`src/fic_consts.svh`:
```
// Contract
// - Disclosed flash fault: error frame with address
// - Hidden flash fault: address field holds unused code
// - Start byte opens frame, others ignored
// - Missing end byte gives packet error
// - Checksum mismatch gives checksum error
// - Bad length bytes give packet error
// - Rejection: no processing, back to wait
// - Disallowed lifecycle state: acceptance error
// - Source field mismatch: parameter error
// - Destination not secure-development: parameter error
// - Initialization disabled: protection error
// - Any zero protect vector bit: protection error
// - Programming disable bit zero: protection error
// - Protection erase fault: flash error, wait
// - User erase fault: flash error with address
// - Data or config erase fault: flash error
// - Boundary or key erase fault: flash error
// - Lifecycle update fault: flash error, keep serving
// - Invalid lifecycle state: hardware error, then silent
// - Full success: OK reply, then silent
// - Report only highest priority error
// - Lifecycle codes 02, 03, 04
`ifndef FIC_CONSTS_SVH
`define FIC_CONSTS_SVH
// Frame bytes
`define FIC_SOH         8'h01
`define FIC_ETX         8'h03
`define FIC_RSP_START   8'h81
`define FIC_CMD_INIT    8'h50
`define FIC_CMD_LEN     16'h0003
`define FIC_RSP_LEN     8'h0A
`define FIC_RES_OK      8'h50
`define FIC_RES_ERR     8'hD0
`define FIC_UNUSED      32'hFFFFFFFF
`define FIC_RSP_LAST    4'hE
// Status codes
`define FIC_ST_OK       8'h00
`define FIC_ST_PACKET   8'hC1
`define FIC_ST_CHKSUM   8'hC2
`define FIC_ST_ACCEPT   8'hC3
`define FIC_ST_PARAM    8'hC4
`define FIC_ST_PROTECT  8'hC5
`define FIC_ST_FLASH    8'hE5
`define FIC_ST_HW       8'hC6
// Lifecycle codes
`define FIC_LC_SSD      8'h02
`define FIC_LC_NONSECURE_DEVELOPMENT_STATE   8'h03
`define FIC_LC_DPL      8'h04
// Erase steps, lifecycle update last
`define FIC_STEP_LAST   3'h5
// Register offsets and reset values
`define FIC_REG_CTRL    4'h0
`define FIC_REG_ACCEPT  4'h4
`define FIC_REG_STATUS  4'h8
`define FIC_CTRL_RST    1'h0
`define FIC_ACCEPT_RST  3'h7
`endif

```
`src/fic_pkg.sv`:
```
package fic_pkg;
  // Receive, check, erase and reply phases
  typedef enum logic [9:0] {
    FIC_IDLE  = 10'h001,
    FIC_LNH   = 10'h002,
    FIC_LNL   = 10'h004,
    FIC_BODY  = 10'h008,
    FIC_SUM   = 10'h010,
    FIC_END   = 10'h020,
    FIC_EVAL  = 10'h040,
    FIC_ERASE = 10'h080,
    FIC_TX    = 10'h100,
    FIC_HALT  = 10'h200
  } fic_state_t;
  // Fields of one reply frame
  typedef struct packed {
    logic [7:0]  res;
    logic [7:0]  sts;
    logic [31:0] st2;
    logic [31:0] adr;
  } fic_rsp_t;
endpackage

```
`src/fic_flash_init.sv`:
```
`timescale 1ns/1ps
`include "fic_consts.svh"
module fic_flash_init #(
  parameter int PV_W = 140
) (
  input  wire logic            mclk_in,
  input  wire logic            rst_n_in,
  input  wire logic            ce_in,
  input  wire logic [3:0]      avs_address_in,
  input  wire logic            avs_read_in,
  input  wire logic            avs_write_in,
  input  wire logic [31:0]     avs_writedata_in,
  input  wire logic [3:0]      avs_byteenable_in,
  output logic      [31:0]     avs_readdata_out,
  output logic                 avs_waitrequest_out,
  input  wire logic            rx_valid_in,
  input  wire logic [7:0]      rx_data_in,
  output logic                 tx_valid_out,
  output logic      [7:0]      tx_data_out,
  input  wire logic            tx_ready_in,
  input  wire logic [7:0]      lifecycle_state_in,
  input  wire logic [PV_W-1:0] permanent_protect_vector_in,
  input  wire logic [PV_W-1:0] permanent_protect_vector_secure_in,
  input  wire logic            programming_disable_bit_in,
  output logic                 flash_req_out,
  output logic      [2:0]      flash_step_out,
  input  wire logic            flash_done_in,
  input  wire logic            flash_err_in,
  input  wire logic [31:0]     flash_status_word_in,
  input  wire logic [31:0]     flash_fail_addr_in,
  input  wire logic            flash_disclosed_in,
  output logic                 halted_out
);

  // Vector width must be usable
  // A zero width would leave the check empty
  if (PV_W < 1) begin : g_chk
    $error("PV_W must be at least 1");
  end

  // Sequencer and the reply it is building
  fic_pkg::fic_state_t state_q;        // Main sequencer
  fic_pkg::fic_rsp_t   rsp_q;          // Reply being sent

  // Frame fields as they arrive
  logic [7:0]          lnh_q;          // Length high
  logic [7:0]          lnl_q;          // Length low
  logic [7:0]          cnt_q;          // Body bytes seen
  logic [7:0]          cmd_q;          // Command code
  logic [7:0]          src_q;          // Source lifecycle field
  logic [7:0]          dst_q;          // Destination lifecycle field
  logic [7:0]          sum_q;          // Running checksum
  logic                etx_ok_q;       // End byte matched

  // Erase and reply progress
  logic [2:0]          step_q;         // Erase step
  logic [3:0]          idx_q;          // Reply byte index
  logic [7:0]          txd_q;          // Reply byte on the wire
  logic                halt_next_q;    // Go silent after reply

  // Software settings and bus answer
  logic                init_dis_q;     // Initialization disabled
  logic [2:0]          accept_q;       // Allowed states SECURE_DEVELOPMENT_STATE,NONSECURE_DEVELOPMENT_STATE,DEPLOYED_STATE
  logic [7:0]          last_sts_q;     // Last reported status
  logic                ack_q;          // Bus answer phase
  logic [31:0]         rdata_q;        // Bus read data

  // Bus decode. Every writable field sits in byte lane
  // zero, so that lane alone gates a write; the
  // status word is read-only and unmapped
  // offsets read as zero.
  wire        bus_req   = avs_read_in | avs_write_in;
  wire        sel_ctrl  = avs_address_in == `FIC_REG_CTRL;
  wire        sel_acc   = avs_address_in == `FIC_REG_ACCEPT;
  wire        sel_stat  = avs_address_in == `FIC_REG_STATUS;
  wire        wr_commit = avs_write_in & ack_q & avs_byteenable_in[0];
  wire [31:0] rd_mux    = sel_ctrl ? {31'h0, init_dis_q} :
                          sel_acc  ? {29'h0, accept_q} :
                          sel_stat ? {19'h0, step_q, state_q[9],
                                      ~state_q[0], last_sts_q} :
                          32'h0;

  // Frame byte events. The link has no ready,
  // so a byte that arrives while the block is
  // busy is lost; the host must wait for the
  // reply before it sends again.
  wire       rx_take  = rx_valid_in & ce_in;
  wire [7:0] sum_add  = sum_q + rx_data_in;
  wire       body_end = (cnt_q + 8'h01) == lnl_q;

  // Check chain, highest priority first.
  // All checks are flat terms on registered
  // fields and inputs, so the verdict settles within
  // the one evaluation cycle.
  wire lc_ssd    = lifecycle_state_in == `FIC_LC_SSD;
  wire lc_nsd    = lifecycle_state_in == `FIC_LC_NONSECURE_DEVELOPMENT_STATE;
  wire lc_dpl    = lifecycle_state_in == `FIC_LC_DPL;
  wire lc_valid  = lc_ssd | lc_nsd | lc_dpl;
  wire etx_bad   = ~etx_ok_q;
  wire sum_bad   = sum_q != 8'h00;
  wire fmt_bad   = (lnh_q != 8'h00) | (lnl_q == 8'h00);
  wire len_bad   = {lnh_q, lnl_q} != `FIC_CMD_LEN;
  wire not_ours  = cmd_q != `FIC_CMD_INIT;
  wire acc_bad   = ~((lc_ssd & accept_q[0]) | (lc_nsd & accept_q[1])
                   | (lc_dpl & accept_q[2]));
  wire src_bad   = src_q != lifecycle_state_in;
  wire dst_bad   = dst_q != `FIC_LC_SSD;
  wire prot_bad  = init_dis_q
                 | ~(&permanent_protect_vector_in)
                 | ~(&permanent_protect_vector_secure_in)
                 | ~programming_disable_bit_in;

  // Framing faults win over a foreign command,
  // which is otherwise dropped without a reply
  wire frame_bad = etx_bad | sum_bad | fmt_bad | len_bad;
  wire eval_err  = frame_bad | (~not_ours & (acc_bad | src_bad | dst_bad | prot_bad));

  // First failing check picks the status
  wire [7:0] eval_sts = etx_bad  ? `FIC_ST_PACKET :
                        sum_bad  ? `FIC_ST_CHKSUM :
                        fmt_bad  ? `FIC_ST_PACKET :
                        len_bad  ? `FIC_ST_PACKET :
                        acc_bad  ? `FIC_ST_ACCEPT :
                        src_bad  ? `FIC_ST_PARAM :
                        dst_bad  ? `FIC_ST_PARAM :
                                   `FIC_ST_PROTECT;

  // Flash fault report, address only where disclosed.
  // Fault inputs are sampled with the faulting
  // done pulse only and need not hold after it.
  wire [31:0] fault_adr = flash_disclosed_in ? flash_fail_addr_in
                                             : `FIC_UNUSED;
  wire        step_ok   = flash_done_in & ~flash_err_in;
  wire        step_bad  = flash_done_in & flash_err_in;

  // Reply checksum, two's complement of the bytes after the start.
  // Worked from the held reply fields, so it is
  // ready long before its slot in the stream.
  wire [7:0] rsp_sum = 8'h00 - (`FIC_RSP_LEN + rsp_q.res + rsp_q.sts
                     + rsp_q.st2[31:24] + rsp_q.st2[23:16]
                     + rsp_q.st2[15:8] + rsp_q.st2[7:0]
                     + rsp_q.adr[31:24] + rsp_q.adr[23:16]
                     + rsp_q.adr[15:8] + rsp_q.adr[7:0]);

  // Reply byte selector, most significant byte first
  // Index 14 and beyond give the end byte
  function automatic logic [7:0] rsp_byte(input logic [3:0] i,
                                          input fic_pkg::fic_rsp_t r,
                                          input logic [7:0] s);
    logic [7:0] b;
    b = 8'h00;
    unique case (i)
      4'h0:    b = `FIC_RSP_START;
      4'h1:    b = 8'h00;
      4'h2:    b = `FIC_RSP_LEN;
      4'h3:    b = r.res;
      4'h4:    b = r.sts;
      4'h5:    b = r.st2[31:24];
      4'h6:    b = r.st2[23:16];
      4'h7:    b = r.st2[15:8];
      4'h8:    b = r.st2[7:0];
      4'h9:    b = r.adr[31:24];
      4'hA:    b = r.adr[23:16];
      4'hB:    b = r.adr[15:8];
      4'hC:    b = r.adr[7:0];
      4'hD:    b = s;
      default: b = `FIC_ETX;
    endcase
    return b;
  endfunction

  // A reply byte leaves on valid and ready
  wire       tx_fire = tx_valid_out & tx_ready_in & ce_in;
  wire [3:0] idx_nx  = idx_q + 4'h1;

  // Bus slave: one wait cycle, then answer.
  // The fixed wait costs a cycle per access but
  // lets read data come straight from a flop.
  always_ff @(posedge mclk_in) begin
    if (!rst_n_in) begin
      ack_q      <= 1'b0;
      rdata_q    <= 32'h0;
      init_dis_q <= `FIC_CTRL_RST;
      accept_q   <= `FIC_ACCEPT_RST;
    end else if (ce_in) begin
      ack_q <= bus_req & ~ack_q;
      // Latch read data ahead of the answer edge
      if (avs_read_in & ~ack_q) begin
        rdata_q <= rd_mux;
      end
      // Writes land only on the answer edge
      if (wr_commit & sel_ctrl) begin
        init_dis_q <= avs_writedata_in[0];
      end
      if (wr_commit & sel_acc) begin
        accept_q <= avs_writedata_in[2:0];
      end
    end
  end

  // Wait only in the first cycle of a request
  assign avs_waitrequest_out = bus_req & ~ack_q;
  assign avs_readdata_out    = rdata_q;

  // Receive side: header, length, body, checksum, end byte.
  // Then check, erase, reply and, after a final
  // answer, stay silent until reset.
  always_ff @(posedge mclk_in) begin
    if (!rst_n_in) begin
      state_q     <= fic_pkg::FIC_IDLE;
      lnh_q       <= 8'h00;
      lnl_q       <= 8'h00;
      cnt_q       <= 8'h00;
      cmd_q       <= 8'h00;
      src_q       <= 8'h00;
      dst_q       <= 8'h00;
      sum_q       <= 8'h00;
      etx_ok_q    <= 1'b0;
      step_q      <= 3'h0;
      idx_q       <= 4'h0;
      txd_q       <= 8'h00;
      halt_next_q <= 1'b0;
      last_sts_q  <= `FIC_ST_OK;
      rsp_q       <= '0;
    end else if (ce_in) begin
      unique case (state_q)
        // Hunt for the start byte, drop everything else
        // A new frame clears sum, count and command
        fic_pkg::FIC_IDLE: begin
          if (rx_take && rx_data_in == `FIC_SOH) begin
            sum_q   <= 8'h00;
            cnt_q   <= 8'h00;
            cmd_q   <= 8'h00;
            state_q <= fic_pkg::FIC_LNH;
          end
        end

        // Length high byte, kept for the format check
        fic_pkg::FIC_LNH: begin
          if (rx_take) begin
            lnh_q   <= rx_data_in;
            sum_q   <= sum_add;
            state_q <= fic_pkg::FIC_LNL;
          end
        end

        // Empty body skips straight to the checksum
        fic_pkg::FIC_LNL: begin
          if (rx_take) begin
            lnl_q   <= rx_data_in;
            sum_q   <= sum_add;
            state_q <= (rx_data_in == 8'h00) ? fic_pkg::FIC_SUM
                                             : fic_pkg::FIC_BODY;
          end
        end

        // Keep the first three body bytes, count the rest
        // Only the low length byte sets the count
        fic_pkg::FIC_BODY: begin
          if (rx_take) begin
            sum_q <= sum_add;
            cnt_q <= cnt_q + 8'h01;
            if (cnt_q == 8'h00) begin
              cmd_q <= rx_data_in;
            end
            if (cnt_q == 8'h01) begin
              src_q <= rx_data_in;
            end
            if (cnt_q == 8'h02) begin
              dst_q <= rx_data_in;
            end
            if (body_end) begin
              state_q <= fic_pkg::FIC_SUM;
            end
          end
        end

        // Checksum byte joins the running sum
        fic_pkg::FIC_SUM: begin
          if (rx_take) begin
            sum_q   <= sum_add;
            state_q <= fic_pkg::FIC_END;
          end
        end

        // Last byte must be the end byte
        fic_pkg::FIC_END: begin
          if (rx_take) begin
            etx_ok_q <= rx_data_in == `FIC_ETX;
            state_q  <= fic_pkg::FIC_EVAL;
          end
        end

        // Any rejection replies without touching flash, except a clean foreign command, which goes back to idle
        fic_pkg::FIC_EVAL: begin
          rsp_q.res   <= `FIC_RES_ERR;
          rsp_q.st2   <= `FIC_UNUSED;
          rsp_q.adr   <= `FIC_UNUSED;
          halt_next_q <= 1'b0;
          step_q      <= 3'h0;
          if (eval_err) begin
            rsp_q.sts  <= eval_sts;
            last_sts_q <= eval_sts;
            idx_q      <= 4'h0;
            txd_q      <= `FIC_RSP_START;
            state_q    <= fic_pkg::FIC_TX;
          end else if (not_ours) begin
            state_q <= fic_pkg::FIC_IDLE;
          end else begin
            state_q <= fic_pkg::FIC_ERASE;
          end
        end

        // Walk the erase steps, stop at the first fault
        // Request and step stand until done
        fic_pkg::FIC_ERASE: begin
          if (step_bad) begin
            rsp_q.sts  <= `FIC_ST_FLASH;
            rsp_q.st2  <= flash_status_word_in;
            rsp_q.adr  <= fault_adr;
            last_sts_q <= `FIC_ST_FLASH;
            idx_q      <= 4'h0;
            txd_q      <= `FIC_RSP_START;
            state_q    <= fic_pkg::FIC_TX;
          end else if (step_ok && step_q != `FIC_STEP_LAST) begin
            step_q <= step_q + 3'h1;
          end else if (step_ok) begin
            // Stored state must be sane after the update
            // A code other than 02, 03 or 04 means corrupt storage
            halt_next_q <= 1'b1;
            rsp_q.res   <= lc_valid ? `FIC_RES_OK : `FIC_RES_ERR;
            rsp_q.sts   <= lc_valid ? `FIC_ST_OK : `FIC_ST_HW;
            last_sts_q  <= lc_valid ? `FIC_ST_OK : `FIC_ST_HW;
            idx_q       <= 4'h0;
            txd_q       <= `FIC_RSP_START;
            state_q     <= fic_pkg::FIC_TX;
          end
        end

        // Stream the reply, data held stable until taken
        fic_pkg::FIC_TX: begin
          if (tx_fire) begin
            idx_q <= idx_nx;
            txd_q <= (idx_nx == 4'hD) ? rsp_sum : rsp_byte(idx_nx, rsp_q, rsp_sum);
            if (idx_q == `FIC_RSP_LAST) begin
              state_q <= halt_next_q ? fic_pkg::FIC_HALT
                                     : fic_pkg::FIC_IDLE;
            end
          end
        end

        // Silent until reset
        fic_pkg::FIC_HALT: begin
          state_q <= fic_pkg::FIC_HALT;
        end

        // Lost one-hot code falls back to idle
        default: begin
          state_q <= fic_pkg::FIC_IDLE;
        end
      endcase
    end
  end

  // Outputs straight from state and flops.
  // Valid and request are state decodes, so
  // they drop at the edge the state leaves.
  assign tx_valid_out   = state_q == fic_pkg::FIC_TX;
  assign tx_data_out    = txd_q;
  assign flash_req_out  = state_q == fic_pkg::FIC_ERASE;
  assign flash_step_out = step_q;
  assign halted_out     = state_q == fic_pkg::FIC_HALT;

endmodule // fic_flash_init

```
`config.mk`:
```
export PLATFORM = sky130hd
export DESIGN_NAME = fic_flash_init
export DESIGN_NICKNAME = d
export VERILOG_FILES = /design/src/fic_pkg.sv /design/src/fic_flash_init.sv
export VERILOG_INCLUDE_DIRS = /design/src
export SDC_FILE = /design/constraint.sdc
export NUM_CORES = 1
export LEC_CHECK = 0
export BUFFER_PORTS_ARGS = -buffer_cell sky130_fd_sc_hd__buf_2
export CAP_MARGIN = 20
export CORE_AREA = 2 2 179 181
export CTS_CLUSTER_DIAMETER = 50
export DETAILED_ROUTE_END_ITERATION = 16
export DIE_AREA = 0 0 181 183
export SYNTH_ARGS = -nofsm -noshare
export SYNTH_HDL_FRONTEND = slang
export SYNTH_SLANG_ARGS = --single-unit
```
`constraint.sdc`:
```
create_clock -name mclk_in -period 14.1 [get_ports mclk_in]
set_clock_uncertainty 0.2 [all_clocks]
set_input_delay 2.115 -clock mclk_in [delete_from_list [all_inputs] [get_ports mclk_in]]
set_output_delay 2.115 -clock mclk_in [all_outputs]
set_load 0.005 [all_outputs]
```
==> impl_metrics.py, run 1 <==
metrics = {
    "setup_path": {
        "path_cells": "fa_1, inv_1, fa_1, fa_1, inv_1, fa_1, fa_1, inv_1, fa_1, a21o_1, a21oi_1, o21bai_1, a21oi_1, xnor2_1, a221oi_1, nor2_1",
        "path_delay_family": "adder cells",
        "timing.rr.start": "rsp_q[10]",
        "cp.arrival_ns": 5.03,
        "cpMostUsedCell": "fa_1",
        "worstPathRequired_ns": 14.22,
        "worst-path-buf-inv": 3,
        "cpPeakStageDelay_ns": 0.54,
        "r2r_cells": 16,
        "slowest_stage": "fa_1",
        "cp_max_fo": 3,
        "r2r-end": "tx_data_out[7]",
        "r2r_slack_ns": 9.19,
        "startpoint_type": "register",
        "timing_worst_setup_path_type": "register to register",
        "critPathCaptureType": "register",
    },
    "drt": {
        "totalWireLength_mm": 46.2,
        "drtAntennaViolNets": 0,
        "highest_layer": "met5",
        "wire_per_inst_um": 22.9,
        "met1Wirelength_mm": 20.0,
        "vias": 11300,
        "detail_route.iter0.violations": 1098,
        "wl_met2_mm": 20.8,
        "met3_length_mm": 3.77,
        "via_per_inst": 5.62,
        "dr.pass1.iters": 6,
        "remaining_drc_errors": 0,
    },
    "finish": {
        "fin_nets": 2081,
        "final_cell_mix": "403 x buf_2, 169 x dfxtp_1, 93 x nand2_1",
        "final_area_um2": 13700,
        "drive_gt1_share_pct": 32.9,
        "layout_commonest_cell": "buf_2",
        "fillerInstances": 3134,
        "layout.cells.non_filler": 2015,
        "syn_to_final_growth_pct": 26.6,
    },
    "yosys": {
        "synth-seq-area-share_pct": 31.3,
        "synth_fa_ha_area_share_pct": 12.3,
        "synth_top_area_share_pct": 31.3,
        "ys_async_sr_fraction_pct": 0,
        "synth_top_family_by_area": "simple AND/OR/NAND/NOR gates",
        "synth-compound-area-share_pct": 20.1,
        "syn_area_um2": 10800,
        "ys.flop_type": "dfxtp_1",
        "synth_xor_area_share_pct": 4.02,
        "ys_types": 76,
        "synth.area.mux_share_pct": 4.13,
        "synth_edf_count": 0,
        "synth_area_leaders": "dfxtp_1 31%, fa_1 8.2%, o221a_2 6.9%, nand4_1 5.0%, ha_1 4.2%",
        "synth.avg_cell_area_um2": 8.78,
        "synth-seq-cells": 169,
        "syn_inst": 1229,
        "synthSimpleGateAreaFrac_pct": 21.4,
        "yosys_warnings": 0,
        "synth_top_area_cell": "dfxtp_1",
    },
    "timing": {
        "fin_tns_setup_ns": 0,
        "holdWs_ns": 0.264,
        "setup_slack_ns": 9.19,
        "finalMaxSlewViolations": 0,
        "finalSetupViolCount": 0,
        "post-route-period-util_pct": 34.8,
        "hold_violations": 0,
        "worstMarginPinSlew_ns": 1.10,
        "rsz0062_at_grt": "false",
        "finalCriticalPeriod_ns": 4.91,
        "fmax_mhz": 204,
        "relSlewSlack_pct": 26.5,
    },
    "cts": {
        "cts_tree": "yes",
        "path_clk_slew_ns": 0.08,
        "cts_resized": 0,
        "cts.sinks": 169,
        "cts_buffers": 17,
        "cts_max_level": 4,
        "hold_buffers": 0,
        "insertion_delay_ns": 0.44,
        "cts_setup_buffers": 0,
        "clockBufferDepth": 2,
        "cts_root_buf": "clkbuf_16",
    },
    "global_routing": {
        "grt-ovfl-total": 0,
        "track_usage_pct": 27.3,
        "grt_antenna_before_repair": 13,
        "grt_pass1_vias": 10600,
        "grt_max_degree": 90,
        "grt_pass1_wl_mm": 66.9,
    },
    "min_path": {
        "min_to": "lnh_q[1]",
        "min_path_cells": 2,
        "holdCritPathClass": "register to register",
        "hp-start": "lnh_q[1]",
    },
    "run": {
        "max_cap_viol_count": 0,
    },
    "die": {
        "ios": 458,
        "num_rows": 65,
        "start_util_pct": 34.6,
        "die_w_um": 181,
        "die_h_um": 183,
        "dieArea_um2": 33100,
        "core_area_um2": 31200,
    },
    "placement": {
        "port_buffers": 404,
        "routabilityCongestion": 0.934,
        "dp.final_hpwl_mm": 36.9,
        "dpl-instance-area_um2": 13100,
        "pre_cts_slack_ns": 9.04,
        "place_inst": 1972,
    },
    "power": {
        "peakVddDrop_v": 0.0000788,
        "cellPowerDensity_nw_per_um2": 77.8,
        "leakage_nw": 5.80,
    },
    "run_status": {
        "status": "finished, final reports clean",
    },
}
[per-stage QoR]
stage	power (mW)	util, %
after floorplan	0.525	-
after global routing	1.10	43.7
final	1.06	43.8
after detailed placement	0.597	41.8
after global placement	0.596	41.8
after CTS	1.07	43.6
[registers in the layout, indices dropped and copies added (netlist names)]
name	count
state_q	10
accept_q	3
cnt_q	8
idx_q	4
rsp_q	71
init_dis_q	1
lnl_q	8
cmd_q	8
dst_q	8
tx_data_out	8
flash_step_out	3
ack_q	1
lnh_q	8
sum_q	8
etx_ok_q	1
src_q	8
avs_readdata_out	10
halt_next_q	1
[where the power goes]
| part | switching, mW | internal [mW] |
|---|---|---|
| Clock | 0.212 | 0.263 |
| Combinational | 0.0589 | 0.0487 |
| Sequential | 0.00158 | 0.478 |
| Total | 0.273 | 0.790 |
[metal layers]
| metal | up-vias | GRT usage (%) |
|---|---|---|
| met4 | 4 | 10.5 |
| met1 | 5443 | 36.6 |
| met2 | 534 | 43.1 |
| met3 | 62 | 6.06 |
| met5 | - | 0 |
| li1 | 5285 | - |
[cell families after synthesis]
family / count (synthesis)
muxes: 44
adders and majority gates: 80
other: 1
DFF: 169
and+or+nand+nor: 440
AOI/OAI and AO/OA: 280
xor gates and xnor gates: 48
buffers and inverters: 167
[tightest hold or removal path, stage by stage (launching register included)]
cell     delay, ns
dfxtp_1       0.32
nand2_1       0.05
mux2i_1       0.05
[area by class of cell]
cell class                      instances  area (um2)  share of cell area [%]
Multi-Input combinational cell        913        6790                    49.7
Sequential cell                       169        3380                    24.8
Timing Repair Buffer                  415        2110                    15.4
Tap cell                              402         503                    3.68
Clock buffer                           19         433                    3.17
Inverter                               74         278                    2.03
Clock inverter                         13         145                    1.06
Antenna cell                           10        25.0                   0.183
[worst max-delay path by stage]
| stage | from | slack [ns] | to | depth (start not counted) |
|---|---|---|---|---|
| 6_report | rsp_q[10] | 9.19 | tx_data_out[7] | 16 |
| 5_1_grt | rsp_q[10] | 8.95 | tx_data_out[7] | 16 |
| 3_5_place_dp | rx_data_in[2] | 9.04 | lnh_q[2] | 8 |
| 4_1_cts | rsp_q[10] | 9.20 | tx_data_out[7] | 16 |
| 3_3_place_gp | rx_data_in[2] | 9.05 | rsp_q[69] | 8 |
| 2_1_floorplan | rsp_q[10] | 9.44 | tx_data_out[7] | 16 |
[Yosys cell counts (5+ instances only)]
library cell and number:
inv_1 74, a21o_1 7, clkbuf_1 63, nor4_1 33
o211ai_1 6, o21bai_1 6, mux2i_1 40, nor2b_1 13
dfxtp_1 169, nor3_1 23, o221a_2 66, a22o_1 6
and2_1 9, o21ai_0 34, nand2_1 93, a311oi_1 5
a22oi_1 28, and3_1 7, nand4_1 87, fa_1 44
a222oi_1 7, or3_1 9, nand2b_1 6, o22ai_1 7
xor2_1 21, buf_4 23, nor2_1 87, xnor2_1 26
ha_1 36, nand3_1 39, a31oi_1 13, a21oi_1 57
Note: power is estimated with default switching activity, not from simulation.
==> inputs of run 2 (changes only) <==
CORE_AREA = 2 2 180 182   (was 2 2 179 181)
DIE_AREA = 0 0 182 184   (was 0 0 181 183)
clock period = 4.3 ns   (was 14.1 ns; I/O delays follow)
==> run 2 against run 1 <==
Against the previous run:
- the flow now finishes with violations (setup timing)
- clock-buffer cell count increased by 1
- clock power rose to 3.4 times the previous value
- largest cell class unchanged
- via count is 3.5% higher
==> impl_metrics.py, run 2 (synthesis gave the netlist of run 1 again) <==
metrics = {
    "timing": {
        "setup_slack_ns": -0.290,
        "finalSetupViolCount": 5,
        "post-route-period-util_pct": 107,
        "worstMarginPinSlew_ns": 0.911,
        "holdWs_ns": 0.220,
        "finalMaxSlewViolations": 0,
        "fmax_mhz": 218,
        "finalCriticalPeriod_ns": 4.59,
        "rsz0062_at_grt": "true",
        "relSlewSlack_pct": 38.4,
        "hold_violations": 0,
    },
    "run_status": {
        "violations": "setup timing",
        "status": "finished, violations left",
    },
    "global_routing": {
        "grt_pass1_vias": 11200,
        "use_met2_pct": 43.0,
        "track_usage_pct": 27.4,
        "grt_antenna_before_repair": 16,
        "grt_max_degree": 65,
        "grt_pass1_wl_mm": 67.9,
        "grt_use_met3_pct": 5.27,
        "grt-ovfl-total": 0,
        "busiest_layer": "met2",
        "gr-usage-met1_pct": 37.1,
    },
    "cts": {
        "cts_max_level": 4,
        "cts.sinks": 169,
        "cts_buffers": 17,
        "cts_tree": "yes",
        "hold_buffers": 0,
        "cts_root_buf": "clkbuf_16",
        "insertion_delay_ns": 0.45,
        "path_clk_slew_ns": 0.07,
        "clockBufferDepth": 2,
    },
    "finish": {
        "fin_util_pct": 45.6,
        "fillerInstances": 3111,
        "largest-register": "rsp_q",
        "layout_commonest_cell": "buf_2",
        "syn_to_final_growth_pct": 32.5,
        "fin_nets": 2147,
        "regArea_um2": 3390,
        "multiInputGateArea_um2": 6880,
        "final_cell_mix": "403 x buf_2, 166 x dfxtp_1, 93 x nand2_1",
        "largest_reg_flops": 71,
        "drive_gt1_share_pct": 36.6,
    },
    "run": {
        "max_cap_viol_count": 0,
    },
    "setup_path": {
        "r2r_slack_ns": -0.29,
        "worstPathRequired_ns": 4.43,
        "r2r_cells": 16,
        "startpoint_type": "register",
        "critPathCaptureType": "register",
        "slowest_stage": "fa_1",
        "cp_max_fo": 2,
        "cpPeakStageDelay_ns": 0.55,
        "timing_worst_setup_path_type": "register to register",
        "cpMostUsedCell": "fa_1",
        "timing.rr.start": "rsp_q[34]",
        "cp.arrival_ns": 4.72,
        "r2r-end": "tx_data_out[7]",
        "path_cells": "fa_1, inv_2, fa_1, fa_1, inv_1, fa_1, fa_1, inv_2, fa_2, a21o_1, a21oi_2, o21bai_1, a21oi_2, xnor2_1, a221oi_2, nor2_1",
    },
    "die": {
        "num_rows": 65,
        "dieArea_um2": 33500,
        "ios": 458,
        "start_util_pct": 34.4,
        "die_h_um": 184,
        "die_w_um": 182,
        "core_area_um2": 31400,
    },
    "drt": {
        "dr.pass1.iters": 6,
        "detail_route.iter0.violations": 1063,
        "drtAntennaViolNets": 0,
        "remaining_drc_errors": 0,
        "via_per_inst": 5.63,
        "vias": 11700,
        "totalWireLength_mm": 46.9,
        "wire_per_inst_um": 22.5,
    },
    "min_path": {
        "min_to": "accept_q[1]",
        "hp-start": "avs_writedata_in[1]",
        "holdCritPathClass": "input pin to register",
        "min_path_cells": 3,
    },
    "power": {
        "finalPower_mw": 3.55,
        "cellPowerDensity_nw_per_um2": 248,
        "leakage_nw": 6.17,
        "peakVddDrop_v": 0.000282,
    },
    "placement": {
        "dp.final_hpwl_mm": 37.9,
        "pre_cts_slack_ns": -0.294,
        "routabilityCongestion": 0.948,
        "port_buffers": 404,
    },
}
==> run 2: timing repair <==
action	CTS	global route
resized for setup	19	3
endpoints found under the hold margin	0	0
endpoints found under the setup margin	5	5
setup buffers	3	1
pin swaps	16	14
==> run 2: power by group <==
| part | total (mW) | leakage (nW) | internal, mW | switching (mW) |
|---|---|---|---|---|
| combinational | 0.356 | 4.53 | 0.162 | 0.194 |
| clock | 1.62 | 0.281 | 0.941 | 0.682 |
| sequential | 1.57 | 1.36 | 1.57 | 0.00472 |
==> run 2: routing by layer <==
metal	vias up	share of wire, %
li1	5408	-
met1	5675	44
met2	566	45
met3	71	8.1
met4	6	3.1
met5	-	0.10
==> run 2: area by class of cell <==
class,count,share of cell area (%)
well taps,402,3.52
diodes,12,0.210
clock buffers,20,3.19
clock inverters,11,1.02
multi-input cells,913,48.1
repair buffers,481,18.4
flip-flops and latches,169,23.7
inverters,74,1.94
==> run 2: per-stage QoR <==
| step | setup TNS (ns) | std cells | cell area [um2] |
|---|---|---|---|
| 6_report | -0.713 | 2082 | 14300 |
| 5_1_grt | -1.58 | 2082 | 14300 |
| 4_1_cts | -0.795 | 2070 | 14300 |
| 3_5_place_dp | -0.752 | 2037 | 13600 |
| 3_3_place_gp | -0.702 | 2037 | 13600 |
| 2_1_floorplan | -0.183 | 1249 | 10900 |
==> run 2: how the worst max path moves through the flow <==
stage / from / end / cells after the start
2_1_floorplan: rsp_q[10] / tx_data_out[7] / 16
3_3_place_gp: rsp_q[10] / tx_data_out[7] / 16
3_5_place_dp: rsp_q[34] / tx_data_out[7] / 16
4_1_cts: rsp_q[50] / tx_data_out[7] / 16
5_1_grt: rsp_q[34] / tx_data_out[7] / 16
6_report: rsp_q[34] / tx_data_out[7] / 16
==> run 2: critical path, delay by kind of cell, from the launching register on <==
family          cells  cell delay [ns]
compound gates      5             0.80
xor+xnor            1             0.09
fa+ha+maj           6             2.84
flops               1             0.33
buf+inv             3             0.15
simple gates        1             0.06
